**src/adr_defs.svh**
```systemverilog
// constants of the actuator drive configuration register block
// assumes inclusion by the block itself; the package needs none of it
`ifndef ADR_DEFS_SVH
`define ADR_DEFS_SVH
// register byte addresses
`define ADR_CFG_OFS     8'h00
`define ADR_STAT_OFS    8'h04
// configuration field positions
`define ADR_GATE_HI     7
`define ADR_GATE_LO     6
`define ADR_ERM_BIT     5
`define ADR_COMP_BIT    4
`define ADR_SIGN_BIT    3
`define ADR_RATE_BIT    2
`define ADR_INSEL_BIT   1
`define ADR_LRA_BIT     0
`define ADR_CFG_RESET   8'h80
// gate thresholds on a 0..255 amplitude scale
`define ADR_GATE_2PCT   8'h05
`define ADR_GATE_4PCT   8'h0a
`define ADR_GATE_8PCT   8'h14
// device mode that uses the external input
`define ADR_MODE_EXT    3'h3
// input cycles per commutation period
`define ADR_COMM_DIV    128
// duty measuring window in clock cycles
`define ADR_DUTY_WIN    256
`endif

```
**src/adr_pkg.sv**
```systemverilog
// types of the actuator drive configuration register block
// assumes adr_defs.svh holds the numbers
package adr_pkg;
   // input path state, one-hot
   typedef enum logic [2:0] {
      ADR_IN_OFF    = 3'b001,
      ADR_IN_PWM    = 3'b010,
      ADR_IN_ANALOG = 3'b100
   } adr_in_e;
   typedef logic [7:0] adr_byte_t;
endpackage

```
**src/adr_drive_config.sv**
```systemverilog
// actuator drive configuration register with AHB-Lite access,
// input amplitude recovery, noise gate and resonant commutation
// assumes one clock hclk; external pin and level are asynchronous
//
// Contract
// bits 7:6 noise gate, reset code 2
// bit 5 eccentric mass open loop
// bit 4 disables supply compensation
// bit 3 realtime data unsigned when set
// bit 2 amplitude updates twice per cycle
// bit 1 analog input in mode 3
// amplitude from duty or from level
// bit 0 resonant open loop drive
// commutation equals pwm frequency over 128
// source gives 128 times resonant frequency
// read returns all bits, reset 0x80
//
// Added by the designer: the register offsets and the AHB-Lite register port.
`timescale 1ns/1ns
`include "adr_defs.svh"
module adr_drive_config #(
   parameter int DUTY_WIN = `ADR_DUTY_WIN
) (
   // clock and reset
   input  wire logic             hclk,
   input  wire logic             hresetn,
   // ahb-lite slave
   input  wire logic             hsel,
   input  wire logic [7:0]       haddr,
   input  wire logic [1:0]       htrans,
   input  wire logic             hwrite,
   input  wire logic [2:0]       hsize,
   input  wire logic [31:0]      hwdata,
   input  wire logic             hready,
   output logic      [31:0]      hrdata,
   output logic                  hreadyout,
   output logic                  hresp,
   // device context and pins
   input  wire logic [2:0]       device_mode,
   input  wire logic             external_input_pin,
   input  wire adr_pkg::adr_byte_t analog_level,
   input  wire adr_pkg::adr_byte_t realtime_playback,
   // controls to the drive engine
   output logic                  eccentric_mass_loop_select,
   output logic                  supply_compensation_off,
   output logic                  resonant_loop_select,
   output logic                  resonant_update_rate,
   output adr_pkg::adr_byte_t    input_amplitude,
   output adr_pkg::adr_byte_t    realtime_magnitude,
   output logic                  commutation,
   output logic                  amplitude_update
);
   import adr_pkg::*;

   localparam int HALF_DIV = `ADR_COMM_DIV / 2;

   // configuration register and bus tracking
   adr_byte_t   drive_mode_config;
   adr_byte_t   next_cfg;
   logic        wr_pend;
   logic [7:0]  wr_addr;
   logic        rd_dummy;

   // address phase decode
   wire         take       = hsel & hready & htrans[1];
   wire         hit_cfg    = (haddr == `ADR_CFG_OFS);
   wire         hit_stat   = (haddr == `ADR_STAT_OFS);
   wire         cfg_write  = wr_pend & (wr_addr == `ADR_CFG_OFS);

   assign hreadyout = 1'b1;
   assign hresp     = 1'b0;

   // data phase write lands in the register
   always_comb begin
      next_cfg = drive_mode_config;
      if (cfg_write) begin
         next_cfg = hwdata[7:0];
      end
   end

   always_ff @(posedge hclk or negedge hresetn) begin
      if (!hresetn) begin
         drive_mode_config <= `ADR_CFG_RESET;
         wr_pend           <= 1'b0;
         wr_addr           <= 8'h00;
      end else begin
         drive_mode_config <= next_cfg;
         wr_pend           <= take & hwrite;
         wr_addr           <= haddr;
      end
   end

   // field decode
   wire [1:0]   gate_code  = drive_mode_config[`ADR_GATE_HI:`ADR_GATE_LO];
   wire         use_ext    = (device_mode == `ADR_MODE_EXT);
   wire         sel_analog = drive_mode_config[`ADR_INSEL_BIT];
   assign eccentric_mass_loop_select = drive_mode_config[`ADR_ERM_BIT];
   assign supply_compensation_off    = drive_mode_config[`ADR_COMP_BIT];
   assign resonant_update_rate       = drive_mode_config[`ADR_RATE_BIT];
   assign resonant_loop_select       = drive_mode_config[`ADR_LRA_BIT];

   // pin and level synchronisers
   logic        pin_s1;
   logic        pin_s2;
   logic        pin_d;
   adr_byte_t   lvl_s1;
   adr_byte_t   lvl_s2;

   always_ff @(posedge hclk or negedge hresetn) begin
      if (!hresetn) begin
         pin_s1 <= 1'b0;
         pin_s2 <= 1'b0;
         pin_d  <= 1'b0;
         lvl_s1 <= 8'h00;
         lvl_s2 <= 8'h00;
      end else begin
         pin_s1 <= external_input_pin;
         pin_s2 <= pin_s1;
         pin_d  <= pin_s2;
         lvl_s1 <= analog_level;
         lvl_s2 <= lvl_s1;
      end
   end

   wire pin_rise = pin_s2 & ~pin_d;

   // input path state
   adr_in_e     in_state;
   adr_in_e     next_in_state;

   always_comb begin
      case ({use_ext, sel_analog})
         2'b10:   next_in_state = ADR_IN_PWM;
         2'b11:   next_in_state = ADR_IN_ANALOG;
         default: next_in_state = ADR_IN_OFF;
      endcase
   end

   always_ff @(posedge hclk or negedge hresetn) begin
      if (!hresetn) begin
         in_state <= ADR_IN_OFF;
      end else begin
         in_state <= next_in_state;
      end
   end

   // duty measurement over a fixed window of clock cycles
   logic [15:0] win_cnt;
   logic [15:0] high_cnt;
   adr_byte_t   duty;
   wire         win_end  = (win_cnt == 16'(DUTY_WIN - 1));
   wire [15:0]  high_nxt = high_cnt + 16'(pin_s2);
   wire [15:0]  duty_w   = (high_nxt * 16'd255) / 16'(DUTY_WIN);

   always_ff @(posedge hclk or negedge hresetn) begin
      if (!hresetn) begin
         win_cnt  <= 16'h0000;
         high_cnt <= 16'h0000;
         duty     <= 8'h00;
      end else if (win_end) begin
         win_cnt  <= 16'h0000;
         high_cnt <= 16'h0000;
         duty     <= duty_w[7:0];
      end else begin
         win_cnt  <= win_cnt + 16'h0001;
         high_cnt <= high_nxt;
      end
   end

   // amplitude source and noise gate
   adr_byte_t   gate_lvl;
   adr_byte_t   raw_amp;

   always_comb begin
      case (gate_code)
         2'h1:    gate_lvl = `ADR_GATE_2PCT;
         2'h2:    gate_lvl = `ADR_GATE_4PCT;
         2'h3:    gate_lvl = `ADR_GATE_8PCT;
         default: gate_lvl = 8'h00;
      endcase
      case (in_state)
         ADR_IN_PWM:    raw_amp = duty;
         ADR_IN_ANALOG: raw_amp = lvl_s2;
         default:       raw_amp = 8'h00;
      endcase
   end

   wire gated = (gate_code != 2'h0) & (raw_amp < gate_lvl);

   always_ff @(posedge hclk or negedge hresetn) begin
      if (!hresetn) begin
         input_amplitude <= 8'h00;
      end else begin
         input_amplitude <= gated ? 8'h00 : raw_amp;
      end
   end

   // realtime data to magnitude, signed values take their absolute value
   wire       rt_neg = realtime_playback[7];
   wire [7:0] rt_abs = rt_neg ? 8'(~realtime_playback + 8'h01) : realtime_playback;

   always_ff @(posedge hclk or negedge hresetn) begin
      if (!hresetn) begin
         realtime_magnitude <= 8'h00;
      end else if (drive_mode_config[`ADR_SIGN_BIT]) begin
         realtime_magnitude <= realtime_playback;
      end else begin
         realtime_magnitude <= rt_abs;
      end
   end

   // commutation from pwm edges: toggle every half of the divide
   logic [6:0]  edge_cnt;
   wire         comm_run  = resonant_loop_select & (in_state == ADR_IN_PWM);
   wire         half_done = (edge_cnt == 7'(HALF_DIV - 1));

   always_ff @(posedge hclk or negedge hresetn) begin
      if (!hresetn) begin
         edge_cnt    <= 7'h00;
         commutation <= 1'b0;
      end else if (!comm_run) begin
         edge_cnt    <= 7'h00;
         commutation <= 1'b0;
      end else if (pin_rise) begin
         edge_cnt    <= half_done ? 7'h00 : edge_cnt + 7'h01;
         commutation <= commutation ^ half_done;
      end
   end

   // amplitude update strobe, one or both commutation edges
   logic comm_d;
   wire  comm_rise = commutation & ~comm_d;
   wire  comm_fall = ~commutation & comm_d;

   always_ff @(posedge hclk or negedge hresetn) begin
      if (!hresetn) begin
         comm_d           <= 1'b0;
         amplitude_update <= 1'b0;
      end else begin
         comm_d           <= commutation;
         amplitude_update <= comm_rise | (resonant_update_rate & comm_fall);
      end
   end

   // read data registered in the address phase
   wire [31:0] stat_word = {19'h0, commutation, in_state, input_amplitude, 1'b0};
   wire [31:0] rd_mux = hit_cfg  ? {24'h0, next_cfg} :
                        hit_stat ? stat_word : 32'h0;

   always_ff @(posedge hclk or negedge hresetn) begin
      if (!hresetn) begin
         hrdata <= 32'h0;
      end else if (take & ~hwrite) begin
         hrdata <= rd_mux;
      end
   end

   assign rd_dummy = |hsize;
endmodule

```
**config.mk**
```make
export PLATFORM = sky130hd
export DESIGN_NAME = adr_drive_config
export DESIGN_NICKNAME = d
export VERILOG_FILES = /design/src/adr_pkg.sv /design/src/adr_drive_config.sv
export VERILOG_INCLUDE_DIRS = /design/src
export SDC_FILE = /design/constraint.sdc
export NUM_CORES = 1
export LEC_CHECK = 0
export BUFFER_PORTS_ARGS = -buffer_cell sky130_fd_sc_hd__buf_2
export CAP_MARGIN = 40
export CORE_MARGIN = 2
export CORE_UTILIZATION = 40
export DETAILED_ROUTE_END_ITERATION = 7
export PLACE_DENSITY = 0.69
export SLEW_MARGIN = 40
export SYNTH_ARGS = -nofsm -noshare
export SYNTH_HDL_FRONTEND = slang
export SYNTH_SLANG_ARGS = --single-unit
```
**constraint.sdc**
```tcl
create_clock -name hclk -period 13.78 [get_ports hclk]
set_input_delay 0.689 -clock hclk [delete_from_list [all_inputs] [get_ports hclk]]
set_output_delay 0.689 -clock hclk [all_outputs]
set_load 0.01 [all_outputs]
```
== Word level (Yosys, flattened, before mapping) ==
Index checks and enable logic that the tools add are counted.

* Flip-flop bits (word level): 137
* Input bits: 70
* Output and inout bits: 56

* Add/subtract/negate cells: 4
* Multiply operators: 1
* $lt $le $gt $ge: 1
* Equal/unequal tests: 12
* Muxes and demuxes: 16
* Bitwise operators: 18
* Reduce and logical (&&, ||, !) cells: 3

{| class="wikitable"
|+ Operators with widths
! cell !! count
|-
| 2-to-1 mux 16 bit || 2
|-
| 2-to-1 mux 8 bit || 4
|-
| 2-to-1 mux 13 bit || 2
|-
| 2-to-1 mux 7 bit || 3
|-
| adder 16 x 1 -> 16 bit || 1
|-
| adder 16 x 1 -> 16 bit (second input constant) || 1
|-
| equality test 16 x 8 -> 1 bit (second input constant) || 1
|-
| logical NOT 8 bit || 2
|-
| multiplier 16 x 8 -> 16 bit (second input constant) || 1
|-
| case mux 8 bit (2 select lines) || 1
|-
| case mux 5 bit (3 select lines) || 1
|-
| AND 1 bit || 11
|-
| adder 8 x 1 -> 8 bit (second input constant) || 1
|-
| equality test 2 bit (second input constant) || 4
|-
| equality test 8 x 3 -> 1 bit (second input constant) || 1
|-
| less-than comparator 8 bit || 1
|-
| inverter 8 bit || 1
|-
| adder 7 x 1 -> 7 bit (second input constant) || 1
|-
| equality test 7 x 6 -> 1 bit (second input constant) || 1
|-
| equality test 3 x 2 -> 1 bit (second input constant) || 2
|-
| case mux 3 bit (2 select lines) || 1
|-
| inverter 1 bit || 4
|-
| equality test 3 bit (second input constant) || 1
|-
| equality test 2 x 1 -> 1 bit (second input constant) || 1
|-
| other kinds (5) || 6
|}

== Depth between registers and ports, before layout ==
* Word-level depth: 5
* Depth in mapped cells: 23
* Gate-level depth less buffers: 23

== Least setup slack after synthesis ==
No wires, ideal clock.

* Kind: reg-to-reg
* Start point: reg pin_s2
* End point: reg duty[7]
* Data arrival time: 5,121 ps
* Data required time: 13,653 ps
* Setup slack: 8,532 ps
* Cell stages (with the launch flop): 22
* Path buffers: 0
* Period minus slack after synthesis: 5,248 ps
* Cells stage by stage: dfrtp_1 > ha_1 > ha_1 > nand3_2 > nor2_1 > xnor2_1 > inv_1 > xnor2_1 > ha_1 > fa_1 > fa_1 > inv_1 > fa_1 > inv_1 > ha_1 > a21oi_1 > a31oi_1 > a211oi_1 > nor2b_1 > a311oi_1 > xnor2_1 > o21ai_1

* Cells in the longest elaborated chain, start to end: 2

{| class="wikitable"
|+ RTL lines
! item !! RTL line !! RTL
|-
| start, declared || adr_drive_config.sv:104 || <nowiki>logic pin_s2;</nowiki>
|-
| start signal, assigned || adr_drive_config.sv:118 || <nowiki>pin_s2 <= pin_s1;</nowiki>
|-
| adder 16 x 1 -> 16 bit || adr_drive_config.sv:152 || <nowiki>wire [15:0] high_nxt = high_cnt + 16'(pin_s2);</nowiki>
|-
| multiplier 16 x 8 -> 16 bit || adr_drive_config.sv:153 || <nowiki>wire [15:0] duty_w = (high_nxt * 16'd255) / 16'(DUTY_WIN);</nowiki>
|-
| end signal, assigned || adr_drive_config.sv:163 || <nowiki>duty <= duty_w[7:0];</nowiki>
|-
| end, declared || adr_drive_config.sv:150 || <nowiki>adr_byte_t duty;</nowiki>
|}

Every way passes these cells.
A chain may end at the register's enable or synchronous reset.

== Worst setup path after layout ==
Same ends and word-level chain as after synthesis.

==> impl_metrics.json <==
{
  "worst_pin_slew_ps": 794,
  "required_ps": 14050,
  "dieArea_um2": 18100,
  "syn-cell-area_um2": 6820,
  "cts_max_level": 4,
  "fillers": 1564,
  "cts-hold-fix-buffers": 0,
  "ys_ff_latch": 118,
  "slew_headroom_pct": 47.1,
  "die_h_um": 135,
  "rsz0062_at_grt": "false",
  "multi_input_comb_area_um2": 3370,
  "avgSynthCellArea_um2": 10.7,
  "hold_path.class": "in2async",
  "nets": 868,
  "dr.pass1.iters": 4,
  "ff_latch_area_um2": 2960,
  "cts_resized": 0,
  "grt_pass1_wl_mm": 22.5,
  "clkLatencyLatePin_ps": 410,
  "grt_antenna_before_repair": 0,
  "drive_above_1_share_pct": 17.0,
  "slew_violations": 0,
  "synthCells": 637,
  "finalSetupTns_ps": 0,
  "hpwl_mm": 9.89,
  "clock_skew_ps": 6.66,
  "ys_types": 47,
  "tritoncts": "done",
  "n_antenna_cell": 0,
  "final-setup-viol-count": 0,
  "period_needed_ps": 6010,
  "maxCapViolations": 0,
  "final_cell_mix": "116 x dfrtp_1, 99 x inv_1, 75 x buf_2",
  "die_w_um": 135,
  "synth_edf_count": 0,
  "rows": 47,
  "final_common_cell": "dfrtp_1",
  "crit_fanout": 5,
  "yosys_warnings": 0,
  "clock-sinks": 118,
  "ys_async_sr_fraction_pct": 100,
  "area_delta_synth_final_pct": 16.4,
  "vias": 4520,
  "max_clock_freq_ghz": 0.166,
  "ant_nets": 0,
  "grt_overflow": 0,
  "path_class": "reg2reg",
  "grt_usage_pct": 15.7,
  "ctsRootBufferMaster": "clkbuf_16",
  "clkTransAtPathRegs_ps": 60,
  "outcome": "finished clean",
  "fin_crit_sh_pct": 43.6,
  "clock_path_buffers": 2,
  "ys.flop_type": "dfrtp_1",
  "pin_count": 126,
  "start_kind": "flop",
  "avgRoutedWirePerCell_um": 13.5,
  "finalHoldViolations": 0,
  "drtIter0Drc": 258,
  "routed_wl_mm": 12.9,
  "worstPathArrival_ps": 6280,
  "cp-end-kind": "flop",
  "drc": 0,
  "grt_max_degree": 75,
  "cts_setup_buffers": 0,
  "cts_buffers": 17,
  "r2r_slack_ps": 7770,
  "place.gp.congestion": 0.827,
  "portBuffers": 76,
  "first_global_vias": 4732,
  "vias_per_cell": 4.73,
  "initial_core_util_pct": 41.0,
  "core_um2": 16600,
  "synth_seq_area_share_pct": 43.3
}
-- worst paths after layout --
check | start | endpoint | cells past startpoint
max | pin_s2 | duty[7] | 21
max reg2reg | pin_s2 | duty[7] | 21
min reg2reg | lvl_s1[6] | lvl_s2[6] | 0
min | hresetn | realtime_magnitude[5] | 1
max in group asynchronous | hresetn | drive_mode_config[7] | 2
min in group hclk | lvl_s1[6] | lvl_s2[6] | 0
-- metrics by stage --
step	setup slack [ps]	instances	util, %	hold WS [ps]	instance area (um2)
finish	7770	955	47.7	288	7930
global placement	7890	923	44.2	335	7360
CTS	7800	955	47.7	310	7930
detailed placement	7860	923	44.3	335	7370
floorplan	8530	656	-	331	6890
global route	7280	955	47.7	338	7930
-- sequential cells by signal, summed over array words and instances (netlist names) --
register	flops
high_cnt	16
win_cnt	16
hrdata	13
drive_mode_config	8
duty	8
input_amplitude	8
lvl_s1	8
lvl_s2	8
realtime_magnitude	8
wr_addr	8
edge_cnt	7
in_state	3
amplitude_update	1
comm_d	1
commutation	1
pin_d	1
pin_s1	1
pin_s2	1
wr_pend	1
-- Yosys cell counts, types with 6 or more instances --
cell type    n  area (um2)
mux2_2       9         101
nand3_1     17        85.1
nor2b_1      7        43.8
nand2_1     43         161
xnor2_1     34         298
nor3_1       8        40.0
nor2_1      46         173
ha_1        31         388
a21boi_0     6        45.0
dfrtp_1    116        2900
nand2b_1    12        75.1
buf_4       21         158
xor2_1      25         219
fa_1        45         901
clkbuf_1     9        33.8
and3_1       7        43.8
a21oi_1     15        75.1
a22oi_1      8        60.1
o211ai_1     7        52.6
o21ai_0     14        70.1
nor4_1       7        43.8
inv_1       99         372
-- worst max-delay path, cell delays in order (launching register included) --
cell and delay, ps:
dfrtp_1 420, ha_1 220, ha_1 210, nand3_2 170, nor2_1 80, xnor2_1 480
inv_1 250, xnor2_1 240, ha_1 290, fa_1 520, fa_1 560, inv_1 70
fa_1 530, inv_1 40, ha_1 340, a21oi_1 210, a31oi_1 110, a211oi_1 410
nor2b_1 150, a311oi_1 350, xnor2_1 160, o21ai_1 70
-- area by class of cell --
class | instances | share of cell area (%)
inverters | 99 | 4.68
flip-flops and latches | 118 | 37.2
clock inverters | 15 | 1.78
clock buffers | 17 | 5.36
multi-input cells | 409 | 42.5
well taps | 220 | 3.47
repair buffers | 77 | 4.97
-- metal layers --
metal  global-route usage, %  vias to the layer above  share of wire (%)
met4                    3.68                        0               0.87
met1                    20.5                     2249                 45
li1                        -                     2180                  -
met2                    26.3                       82                 50
met3                    4.05                        9                3.7
met5                       0                        -                  0
-- logic make-up (layout without fill, tap and decap cells) --
group | after synthesis | in the layout | share of synthesized area (%)
buffers and inverters | 129 | 208 | 8.26
adders and majority gates | 77 | 77 | 19.0
other | 2 | 21 | 0.110
xor gates and xnor gates | 61 | 61 | 8.15
and+or+nand+nor | 171 | 171 | 12.8
AOI/OAI and AO/OA | 69 | 69 | 6.63
muxes | 10 | 10 | 1.63
DFF | 118 | 118 | 43.3
Power is not shown: default switching activity piles up to over one toggle a cycle in this logic, so the estimate is an artifact.
